===== src/trs_pkg.sv =====
/*
  shared constants, types and register map of the triple rail supervisor
  and sequencer.
  assumes a single 20 MHz clock and analog comparators outside this logic.
*/
// Behaviour
// - start ramp only with enable, supplies, no overtemperature
// - ramp reference linearly from zero to 0.8 V
// - hold-off timer starts when all enabled reach 85%
// - at expiry flag high only if none below 80%
// - new enable clears flag, ramps, re-times hold-off
// - disabled channels never influence the flag
// - any enabled channel below 80% clears flag
// - recovery to 85% restarts hold-off from zero
// - dropout below 80% launches no new ramp
// - last channel disabled clears the flag
// - input below warning level clears flag, converters run
// - overtemperature or input undervoltage stops every channel
// - faults cleared, enabled channels restart with fresh ramp
// - overload alone never restarts a ramp
// - stop threshold follows logic supply source
// - first power-up uses internal bias start threshold
// - pump ramps first, channel ramps after combined threshold
// - hold-off proportional to capacitor, 2.131e5 s/F
// - each channel has its own active-high enable
package trs_pkg;

  // ----------------------------------------------------------------
  // clock and timing
  // ----------------------------------------------------------------
  localparam int CLK_HZ          = 20_000_000;
  localparam int CLK_PERIOD_NS   = 1_000_000_000 / CLK_HZ;
  localparam int REF_TARGET_MV   = 800;
  localparam int REF_MV_PER_LSB  = 4;
  localparam int REF_FULL_INT    = REF_TARGET_MV / REF_MV_PER_LSB;
  localparam logic [7:0] REF_FULL_CODE = REF_FULL_INT[7:0];
  localparam int RAMP_TIME_US    = 1000;
  localparam int RAMP_STEP_CYC   = (CLK_HZ / 1_000_000) * RAMP_TIME_US / REF_FULL_INT;
  // 2.131e5 s per farad is the same figure as ns per nF
  localparam int HOLDOFF_NS_PER_NF  = 213_100;
  localparam int HOLDOFF_CYC_PER_NF = HOLDOFF_NS_PER_NF / CLK_PERIOD_NS;
  localparam logic [15:0] HOLDOFF_CAP_RST = 16'h01D6;

  // ----------------------------------------------------------------
  // register map
  // ----------------------------------------------------------------
  localparam logic [11:0] REG_HOLDOFF_CAP = 12'h0000;
  localparam logic [11:0] REG_STATUS      = 12'h0004;
  localparam logic [11:0] REG_HOLD_COUNT  = 12'h0008;
  localparam int ST_RUN_LSB   = 0;
  localparam int ST_RAMPED_LSB = 3;
  localparam int ST_PG_BIT    = 6;
  localparam int ST_SUP_LSB   = 7;
  localparam int ST_FAULT_BIT = 9;
  localparam int ST_BIASX_BIT = 10;

  typedef enum logic [1:0] {SUP_OFF, SUP_PUMP, SUP_RUN} trs_sup_t;
  typedef enum logic [1:0] {PG_WAIT, PG_HOLD, PG_GOOD} trs_pg_t;

  // comparator and pin levels arriving from outside the clock domain
  typedef struct packed {
    logic [2:0] channel_enable;
    logic [2:0] fb_above_85;
    logic [2:0] fb_below_80;
    logic       input_start_ok;
    logic       input_pump_start_ok;
    logic       input_stop_internal_ok;
    logic       input_stop_external_ok;
    logic       input_warning_ok;
    logic       logic_supply_external;
    logic       thermal_shutdown;
  } trs_sense_t;

  typedef struct packed {
    logic [2:0] run;
    logic [7:0] ref0;
    logic [7:0] ref1;
    logic [7:0] ref2;
  } trs_drive_t;

endpackage


===== src/trs_top.sv =====
/*
  triple rail supervisor and sequencer: supply sequencing, channel gating,
  power-good hold-off and flag, apb register slave.
  assumes comparator levels come asynchronously and the open-drain flag
  is pulled up outside; output enable high pulls the flag low.
*/
`timescale 1ns/1ps
`default_nettype none
module trs_top
  import trs_pkg::*;
(
  input  wire logic              pclk,
  input  wire logic              presetn,
  input  wire logic              psel,
  input  wire logic              penable,
  input  wire logic              pwrite,
  input  wire logic [11:0]       paddr,
  input  wire logic [31:0]       pwdata,
  output logic [31:0]            prdata,
  output logic                   pready,
  output logic                   pslverr,
  input  wire trs_pkg::trs_sense_t sense,
  output trs_pkg::trs_drive_t    drive,
  output logic                   pump_enable,
  output logic                   power_good_n_o,
  output logic                   power_good_n_oe
);

  // ----------------------------------------------------------------
  // input synchronisers
  // ----------------------------------------------------------------
  trs_sense_t sense_meta_ff;
  trs_sense_t s_ff;

  always_ff @(posedge pclk or negedge presetn)
  begin
    if (!presetn)
    begin
      sense_meta_ff <= '0;
      s_ff          <= '0;
    end
    else
    begin
      sense_meta_ff <= sense;
      s_ff          <= sense_meta_ff;
    end
  end

  // ----------------------------------------------------------------
  // supply sequencing
  // ----------------------------------------------------------------
  trs_sup_t sup_ff;
  logic     bias_ext_ff;
  logic     uv_ok;
  logic     fault;

  // external logic supply only counts once the rails are up
  always_ff @(posedge pclk or negedge presetn)
  begin
    if (!presetn)
      bias_ext_ff <= 1'b0;
    else if (sup_ff != SUP_RUN)
      bias_ext_ff <= 1'b0;
    else
      bias_ext_ff <= s_ff.logic_supply_external;
  end

  assign uv_ok = bias_ext_ff ? s_ff.input_stop_external_ok
                             : s_ff.input_stop_internal_ok;
  assign fault = s_ff.thermal_shutdown || !uv_ok;

  always_ff @(posedge pclk or negedge presetn)
  begin
    if (!presetn)
      sup_ff <= SUP_OFF;
    else
    begin
      unique case (sup_ff)
        SUP_OFF:
          if (s_ff.input_start_ok && !s_ff.thermal_shutdown)
            sup_ff <= SUP_PUMP;
        SUP_PUMP:
          if (s_ff.thermal_shutdown || !s_ff.input_stop_internal_ok)
            sup_ff <= SUP_OFF;
          else if (s_ff.input_pump_start_ok)
            sup_ff <= SUP_RUN;
        SUP_RUN:
          if (fault)
            sup_ff <= SUP_OFF;
      endcase
    end
  end

  assign pump_enable = (sup_ff != SUP_OFF);

  // ----------------------------------------------------------------
  // ramp divider and channels
  // ----------------------------------------------------------------
  logic [15:0] ramp_div_ff;
  logic        ramp_step;
  logic        start_ok;
  logic [2:0]  ramped;

  always_ff @(posedge pclk or negedge presetn)
  begin
    if (!presetn)
      ramp_div_ff <= 16'h0000;
    else if (ramp_step)
      ramp_div_ff <= 16'h0000;
    else
      ramp_div_ff <= ramp_div_ff + 16'h0001;
  end

  assign ramp_step = (ramp_div_ff == 16'(RAMP_STEP_CYC - 1));
  // a fault leaving sup_ff in RUN for one cycle must not start anything
  assign start_ok = (sup_ff == SUP_RUN) && !fault;

  trs_channel u_ch0 (
    .pclk     (pclk),
    .presetn  (presetn),
    .enable   (s_ff.channel_enable[0]),
    .start_ok (start_ok),
    .step_en  (ramp_step),
    .run_ff   (drive.run[0]),
    .ref_ff   (drive.ref0),
    .ramped   (ramped[0])
  );

  trs_channel u_ch1 (
    .pclk     (pclk),
    .presetn  (presetn),
    .enable   (s_ff.channel_enable[1]),
    .start_ok (start_ok),
    .step_en  (ramp_step),
    .run_ff   (drive.run[1]),
    .ref_ff   (drive.ref1),
    .ramped   (ramped[1])
  );

  trs_channel u_ch2 (
    .pclk     (pclk),
    .presetn  (presetn),
    .enable   (s_ff.channel_enable[2]),
    .start_ok (start_ok),
    .step_en  (ramp_step),
    .run_ff   (drive.run[2]),
    .ref_ff   (drive.ref2),
    .ramped   (ramped[2])
  );

  // ----------------------------------------------------------------
  // power-good evaluation
  // ----------------------------------------------------------------
  trs_pg_t     pg_ff;
  logic [2:0]  en_prev_ff;
  logic [2:0]  en;
  logic        en_rise;
  logic        any_en;
  logic        all_85;
  logic        any_80;
  logic        pg_block;
  logic [31:0] hold_cnt_ff;
  logic [31:0] hold_target;
  logic        hold_done;
  logic [15:0] holdoff_cap_ff;

  assign en      = s_ff.channel_enable & drive.run;
  assign any_en  = |s_ff.channel_enable;
  assign all_85  = &(~s_ff.channel_enable | s_ff.fb_above_85);
  assign any_80  = |(s_ff.channel_enable & s_ff.fb_below_80);
  assign en_rise = |(s_ff.channel_enable & ~en_prev_ff);
  assign pg_block = !any_en || !s_ff.input_warning_ok || (en != s_ff.channel_enable);

  always_ff @(posedge pclk or negedge presetn)
  begin
    if (!presetn)
      en_prev_ff <= 3'b000;
    else
      en_prev_ff <= s_ff.channel_enable;
  end

  // hold-off length in cycles, never below one
  function automatic logic [31:0] holdoff_cycles(input logic [15:0] cap_nf);
    logic [31:0] prod;
    prod = 32'(cap_nf) * 32'(HOLDOFF_CYC_PER_NF);
    return (prod == 32'h0000_0000) ? 32'h0000_0001 : prod;
  endfunction

  assign hold_target = holdoff_cycles(holdoff_cap_ff);
  assign hold_done   = (hold_cnt_ff == hold_target - 32'h0000_0001);

  always_ff @(posedge pclk or negedge presetn)
  begin
    if (!presetn)
      pg_ff <= PG_WAIT;
    else if (pg_block)
      pg_ff <= PG_WAIT;
    else
    begin
      unique case (pg_ff)
        PG_WAIT:
          if (all_85)
            pg_ff <= PG_HOLD;
        PG_HOLD:
          if (!all_85 || en_rise)
            pg_ff <= PG_WAIT;
          else if (hold_done)
            pg_ff <= any_80 ? PG_WAIT : PG_GOOD;
        PG_GOOD:
          if (any_80 || en_rise)
            pg_ff <= PG_WAIT;
      endcase
    end
  end

  always_ff @(posedge pclk or negedge presetn)
  begin
    if (!presetn)
      hold_cnt_ff <= 32'h0000_0000;
    else if (pg_ff != PG_HOLD)
      hold_cnt_ff <= 32'h0000_0000;
    else if (!hold_done)
      hold_cnt_ff <= hold_cnt_ff + 32'h0000_0001;
  end

  // open drain: pull low unless good; the clear acts combinationally
  assign power_good_n_o  = 1'b0;
  assign power_good_n_oe = !(pg_ff == PG_GOOD && !pg_block && !any_80 && !en_rise);

  // ----------------------------------------------------------------
  // apb slave
  // ----------------------------------------------------------------
  logic        setup;
  logic        access;
  logic        addr_ok;
  logic [31:0] status_word;

  assign setup   = psel && !penable;
  assign access  = psel && penable;
  assign addr_ok = (paddr == REG_HOLDOFF_CAP) || (paddr == REG_STATUS)
                || (paddr == REG_HOLD_COUNT);
  assign pready  = 1'b1;
  assign pslverr = access && !addr_ok;

  always_comb
  begin
    status_word = 32'h0000_0000;
    status_word[ST_RUN_LSB +: 3]    = drive.run;
    status_word[ST_RAMPED_LSB +: 3] = ramped;
    status_word[ST_PG_BIT]          = !power_good_n_oe;
    status_word[ST_SUP_LSB +: 2]    = sup_ff;
    status_word[ST_FAULT_BIT]       = fault;
    status_word[ST_BIASX_BIT]       = bias_ext_ff;
  end

  always_ff @(posedge pclk or negedge presetn)
  begin
    if (!presetn)
      holdoff_cap_ff <= HOLDOFF_CAP_RST;
    else if (access && pwrite && paddr == REG_HOLDOFF_CAP)
      holdoff_cap_ff <= pwdata[15:0];
  end

  // read data is captured in the setup cycle so it comes from a flop
  always_ff @(posedge pclk or negedge presetn)
  begin
    if (!presetn)
      prdata <= 32'h0000_0000;
    else if (setup && !pwrite)
    begin
      unique case (paddr)
        REG_HOLDOFF_CAP: prdata <= {16'h0000, holdoff_cap_ff};
        REG_STATUS:      prdata <= status_word;
        REG_HOLD_COUNT:  prdata <= hold_cnt_ff;
        default:         prdata <= 32'h0000_0000;
      endcase
    end
  end
endmodule
`default_nettype wire


===== src/trs_channel.sv =====
/*
  one converter channel: run gate and soft-start reference ramp.
  assumes step_en is a one-cycle pulse from the shared ramp divider.
*/
`timescale 1ns/1ps
`default_nettype none
module trs_channel
  import trs_pkg::*;
(
  input  wire logic       pclk,
  input  wire logic       presetn,
  input  wire logic       enable,
  input  wire logic       start_ok,
  input  wire logic       step_en,
  output logic            run_ff,
  output logic [7:0]      ref_ff,
  output logic            ramped
);

  // ----------------------------------------------------------------
  // run gate
  // ----------------------------------------------------------------
  // feedback dropout is not an input here, so overload never restarts
  always_ff @(posedge pclk or negedge presetn)
  begin
    if (!presetn)
      run_ff <= 1'b0;
    else
      run_ff <= enable && start_ok;
  end

  // ----------------------------------------------------------------
  // reference ramp
  // ----------------------------------------------------------------
  always_ff @(posedge pclk or negedge presetn)
  begin
    if (!presetn)
      ref_ff <= 8'h00;
    else if (!(enable && start_ok))
      ref_ff <= 8'h00;
    else if (step_en && run_ff && ref_ff != REF_FULL_CODE)
      ref_ff <= ref_ff + 8'h01;
  end

  assign ramped = (ref_ff == REF_FULL_CODE);
endmodule
`default_nettype wire


===== config.mk =====
export PLATFORM = sky130hd
export DESIGN_NAME = trs_top
export DESIGN_NICKNAME = d
export VERILOG_FILES = /design/src/trs_pkg.sv /design/src/trs_top.sv /design/src/trs_channel.sv
export SDC_FILE = /design/constraint.sdc
export NUM_CORES = 1
export LEC_CHECK = 0
export BUFFER_PORTS_ARGS = -buffer_cell sky130_fd_sc_hd__buf_2
export CAP_MARGIN = 20
export CORE_ASPECT_RATIO = 1.1
export CORE_UTILIZATION = 30
export CTS_CLUSTER_SIZE = 12
export DETAILED_ROUTE_END_ITERATION = 12
export GPL_ROUTABILITY_DRIVEN = 1
export PLACE_DENSITY = 0.46
export SYNTH_ARGS = -nofsm -noshare
export SYNTH_HDL_FRONTEND = slang
export SYNTH_SLANG_ARGS = --single-unit

===== constraint.sdc =====
create_clock -name pclk -period 19.4 [get_ports pclk]
set_input_delay 0.97 -clock pclk [delete_from_list [all_inputs] [get_ports pclk]]
set_output_delay 0.97 -clock pclk [all_outputs]
set_load 0.03 [all_outputs]

==> results.sh <==
export IMPL_status="finished clean"
export IMPL_dr_total_vias=9337
export IMPL_ir_drop_v=0.0000489
export IMPL_final_layout_size_suffix_gt1_frac=0.139
export IMPL_synthDistinctLibCells=78
export IMPL_rr_endpoint="pg_ff[0]$_DFFE_PN0P_"
export IMPL_r2r_start="holdoff_cap_ff[8]$_DFFE_PN1P_"
export IMPL_grt_pass1_vias=9437
export IMPL_skew_ns=0.0197
export IMPL_power_density_nw_per_um2=56.8
export IMPL_synth_largest_area_cell="dfrtp_1"
export IMPL_synth_seq_area_share=0.349
export IMPL_worst_slack_ns=11.52
export IMPL_synth_top_cell_area_share=0.335
export IMPL_drc=0
export IMPL_synth_area_leaders="dfrtp_1 (34%), ha_1 (11%), fa_1 (5.5%), nand2_1 (4.9%), xnor2_1 (3.4%)"
export IMPL_nNetsFinal=1547
export IMPL_grt_start_max_net_pins=75
export IMPL_io_buffers=110
export IMPL_reg2reg_slack_ns=11.52
export IMPL_worstSetupPathType="flop to flop"
export IMPL_dr_first_iter_drc_count=455
export IMPL_whs_path_depth=0
export IMPL_min_path_type="flop to flop"
export IMPL_finalWorstPathRequiredPeriod_ns=7.88
export IMPL_crit_fanout=42
export IMPL_setup_viol=0
export IMPL_async_flop_share=1.00
export IMPL_antenna_found_initial=0
export IMPL_syn_nets=1467
export IMPL_core_area_sq_um=38300
export IMPL_fmax_mhz=127
export IMPL_post_route_period_util=0.406
export IMPL_clockBufferDepth=2
export IMPL_dp_hpwl_microns=24300
export IMPL_tritoncts="built"
export IMPL_finalMaxSlewViolations=0
export IMPL_die_h_microns=209
export IMPL_grt_usage=0.166
export IMPL_hold_viol=0
export IMPL_cts_root_buf="clkbuf_16"
export IMPL_cts_made_buffers=17
export IMPL_synthMostInstantiatedCell="dfrtp_1"
export IMPL_diodes=0
export IMPL_htreeDepth=4
export IMPL_avgSynthCellArea_sq_um=9.27
export IMPL_ant_nets=0
export IMPL_synth_main_ff_cell="dfrtp_1"
export IMPL_wire_per_inst_microns=17.0
export IMPL_cp_end_kind="flop"
export IMPL_finalPower_mw=0.755
export IMPL_finalInstanceArea_sq_um=13300
export IMPL_vias_per_cell=5.03
export IMPL_gp_congestion=0.865
export IMPL_grt_ovfl_total=0
export IMPL_clk_latency_ns=0.46
export IMPL_start_util=0.306
export IMPL_tightest_slew_ns=0.897
export IMPL_grt_pass1_wl_microns=51400
export IMPL_netlist_top_cells_count="dfrtp_1 (157), nand2_1 (152), ha_1 (106)"
export IMPL_dp_cells=1825
export IMPL_rows=75
export IMPL_cts_hold_buffers_added=0
export IMPL_dieArea_sq_um=39900
export IMPL_place_area_sq_um=12700
export IMPL_cts_setup_buffers=0
export IMPL_cp_arrival_ns=8.25
export IMPL_cts_resized=0
export IMPL_rsz0062_at_grt="false"
export IMPL_min_from="sense_meta_ff[2]$_DFF_PN0_"
export IMPL_synth_edf_count=0
export IMPL_holdPathEnd="s_ff[2]$_DFF_PN0_"
export IMPL_route_final_wire_length_microns=31600
export IMPL_leakagePower_nw=6.17
export IMPL_r2r_cells=21
export IMPL_ios=129
export IMPL_syn_inst=1264
export IMPL_critPathLaunchType="flop"
export IMPL_syn_to_final_growth_pct=13.5
export IMPL_slew_headroom=0.400
export IMPL_yosysWarnings=0
export IMPL_critPathRequiredTime_ns=19.77
export IMPL_instances_no_fill=1857
export IMPL_maxCapViolCount=0
export IMPL_clkSlewWorstSetupHoldPaths_ns=0.07
export IMPL_cts_sinks=163
export IMPL_die_w_microns=190
export IMPL_pre_cts_slack_ns=11.50
export IMPL_tns_ns=0
export IMPL_ys_ff_latch=163
export IMPL_dr_pass1_iters=5
export IMPL_synthesis_area_sq_um=11700
==> area by class of cell <==
| type | count | area [sq um] |
|---|---|---|
| fillers | 3994 | 25000 |
| clock buffers | 17 | 425 |
| flip-flops and latches | 163 | 4090 |
| inverters | 92 | 345 |
| repair buffers | 115 | 594 |
| well taps | 500 | 626 |
| clock inverters | 15 | 180 |
| multi-input cells | 955 | 7050 |
==> cells by family after synthesis <==
logic type | Yosys count | share of synthesized area
simple gates | 462 | 0.200
compound gates | 232 | 0.136
flops | 163 | 0.349
buf+inv | 146 | 0.0510
fa+ha+maj | 138 | 0.168
xor+xnor | 77 | 0.0575
mux | 44 | 0.0390
other cells | 2 | 0.000641
==> per-layer routing <==
layer | share of wire | wire length [microns] | GRT usage | vias to the layer above
met5 | 0 | 0 | 0 | -
met4 | 0.019 | 605 | 0.0486 | 0
met3 | 0.040 | 1280 | 0.0378 | 32
met2 | 0.49 | 15600 | 0.287 | 155
met1 | 0.45 | 14100 | 0.205 | 4529
li1 | - | - | - | 4621
==> sequential cells by signal, summed over array words and instances (netlist names), 16 cells and up <==
register,count
prdata,32
ramp_div_ff,16
s_ff,16
sense_meta_ff,16
holdoff_cap_ff,16
hold_cnt_ff,32
==> cell usage in the layout, fill, tap and decap left out, drive strengths merged, types with 12 or more instances in the layout <==
cell and n:
and2 16, mux2 13, nand2b 15, fa 32
ha 106, or3 21, a21oi 47, and3 26
a211oi 12, or4 14, a21boi 14, nand2 152
xor2 32, mux2i 31, inv 101, buf 115
dfrtp 157, nor3 17, nand3 44, nand4 24
clkbuf 17, nor2 85, o21ai 67, o31ai 12
xnor2 45
==> worst max-delay path by stage <==
stage                     cells after the start  slack (ns)              endpoint                      startpoint
after floorplan                              23       12.79  pg_ff[0]$_DFFE_PN0P_   holdoff_cap_ff[8]$_DFFE_PN1P_
after global placement                       21       11.62  pg_ff[0]$_DFFE_PN0P_  holdoff_cap_ff[10]$_DFFE_PN0P_
after detailed placement                     21       11.50  pg_ff[0]$_DFFE_PN0P_   holdoff_cap_ff[2]$_DFFE_PN1P_
after CTS                                    21       11.46  pg_ff[0]$_DFFE_PN0P_   holdoff_cap_ff[2]$_DFFE_PN1P_
after global routing                         21       10.92  pg_ff[0]$_DFFE_PN0P_   holdoff_cap_ff[7]$_DFFE_PN1P_
final                                        21       11.52  pg_ff[0]$_DFFE_PN0P_   holdoff_cap_ff[8]$_DFFE_PN1P_
==> worst max-delay path: stages (launching register included) <==
cell and delay, ns:
dfstp_2 0.67, ha_1 0.29, fa_1 0.50, inv_1 0.05
fa_1 0.53, inv_1 0.05, fa_1 0.47, ha_1 0.43
a21oi_1 0.19, o21ai_0 0.16, a21o_1 0.20, o21ai_0 0.40
nor3b_1 0.46, o2111a_1 0.28, nand4_1 0.50, a2111oi_0 0.56
and4b_1 0.24, a211oi_1 0.26, o2111ai_2 0.30, nor2_4 0.76
o21a_1 0.27, mux2i_1 0.19
==> power breakdown <==
| part | internal, mW | total [mW] | switching (mW) |
|---|---|---|---|
| clock network | 0.185 | 0.355 | 0.170 |
| registers | 0.346 | 0.350 | 0.00388 |
| logic | 0.0169 | 0.0506 | 0.0337 |
==> through the flow <==
stage / hold WS, ns / utilization
6_report: 0.350 / 0.347
5_1_grt: 0.358 / 0.347
4_1_cts: 0.352 / 0.347
3_5_place_dp: 0.336 / 0.332
3_3_place_gp: 0.334 / 0.332
2_1_floorplan: 0.331 / -
Power figures use the tool's default switching activity.
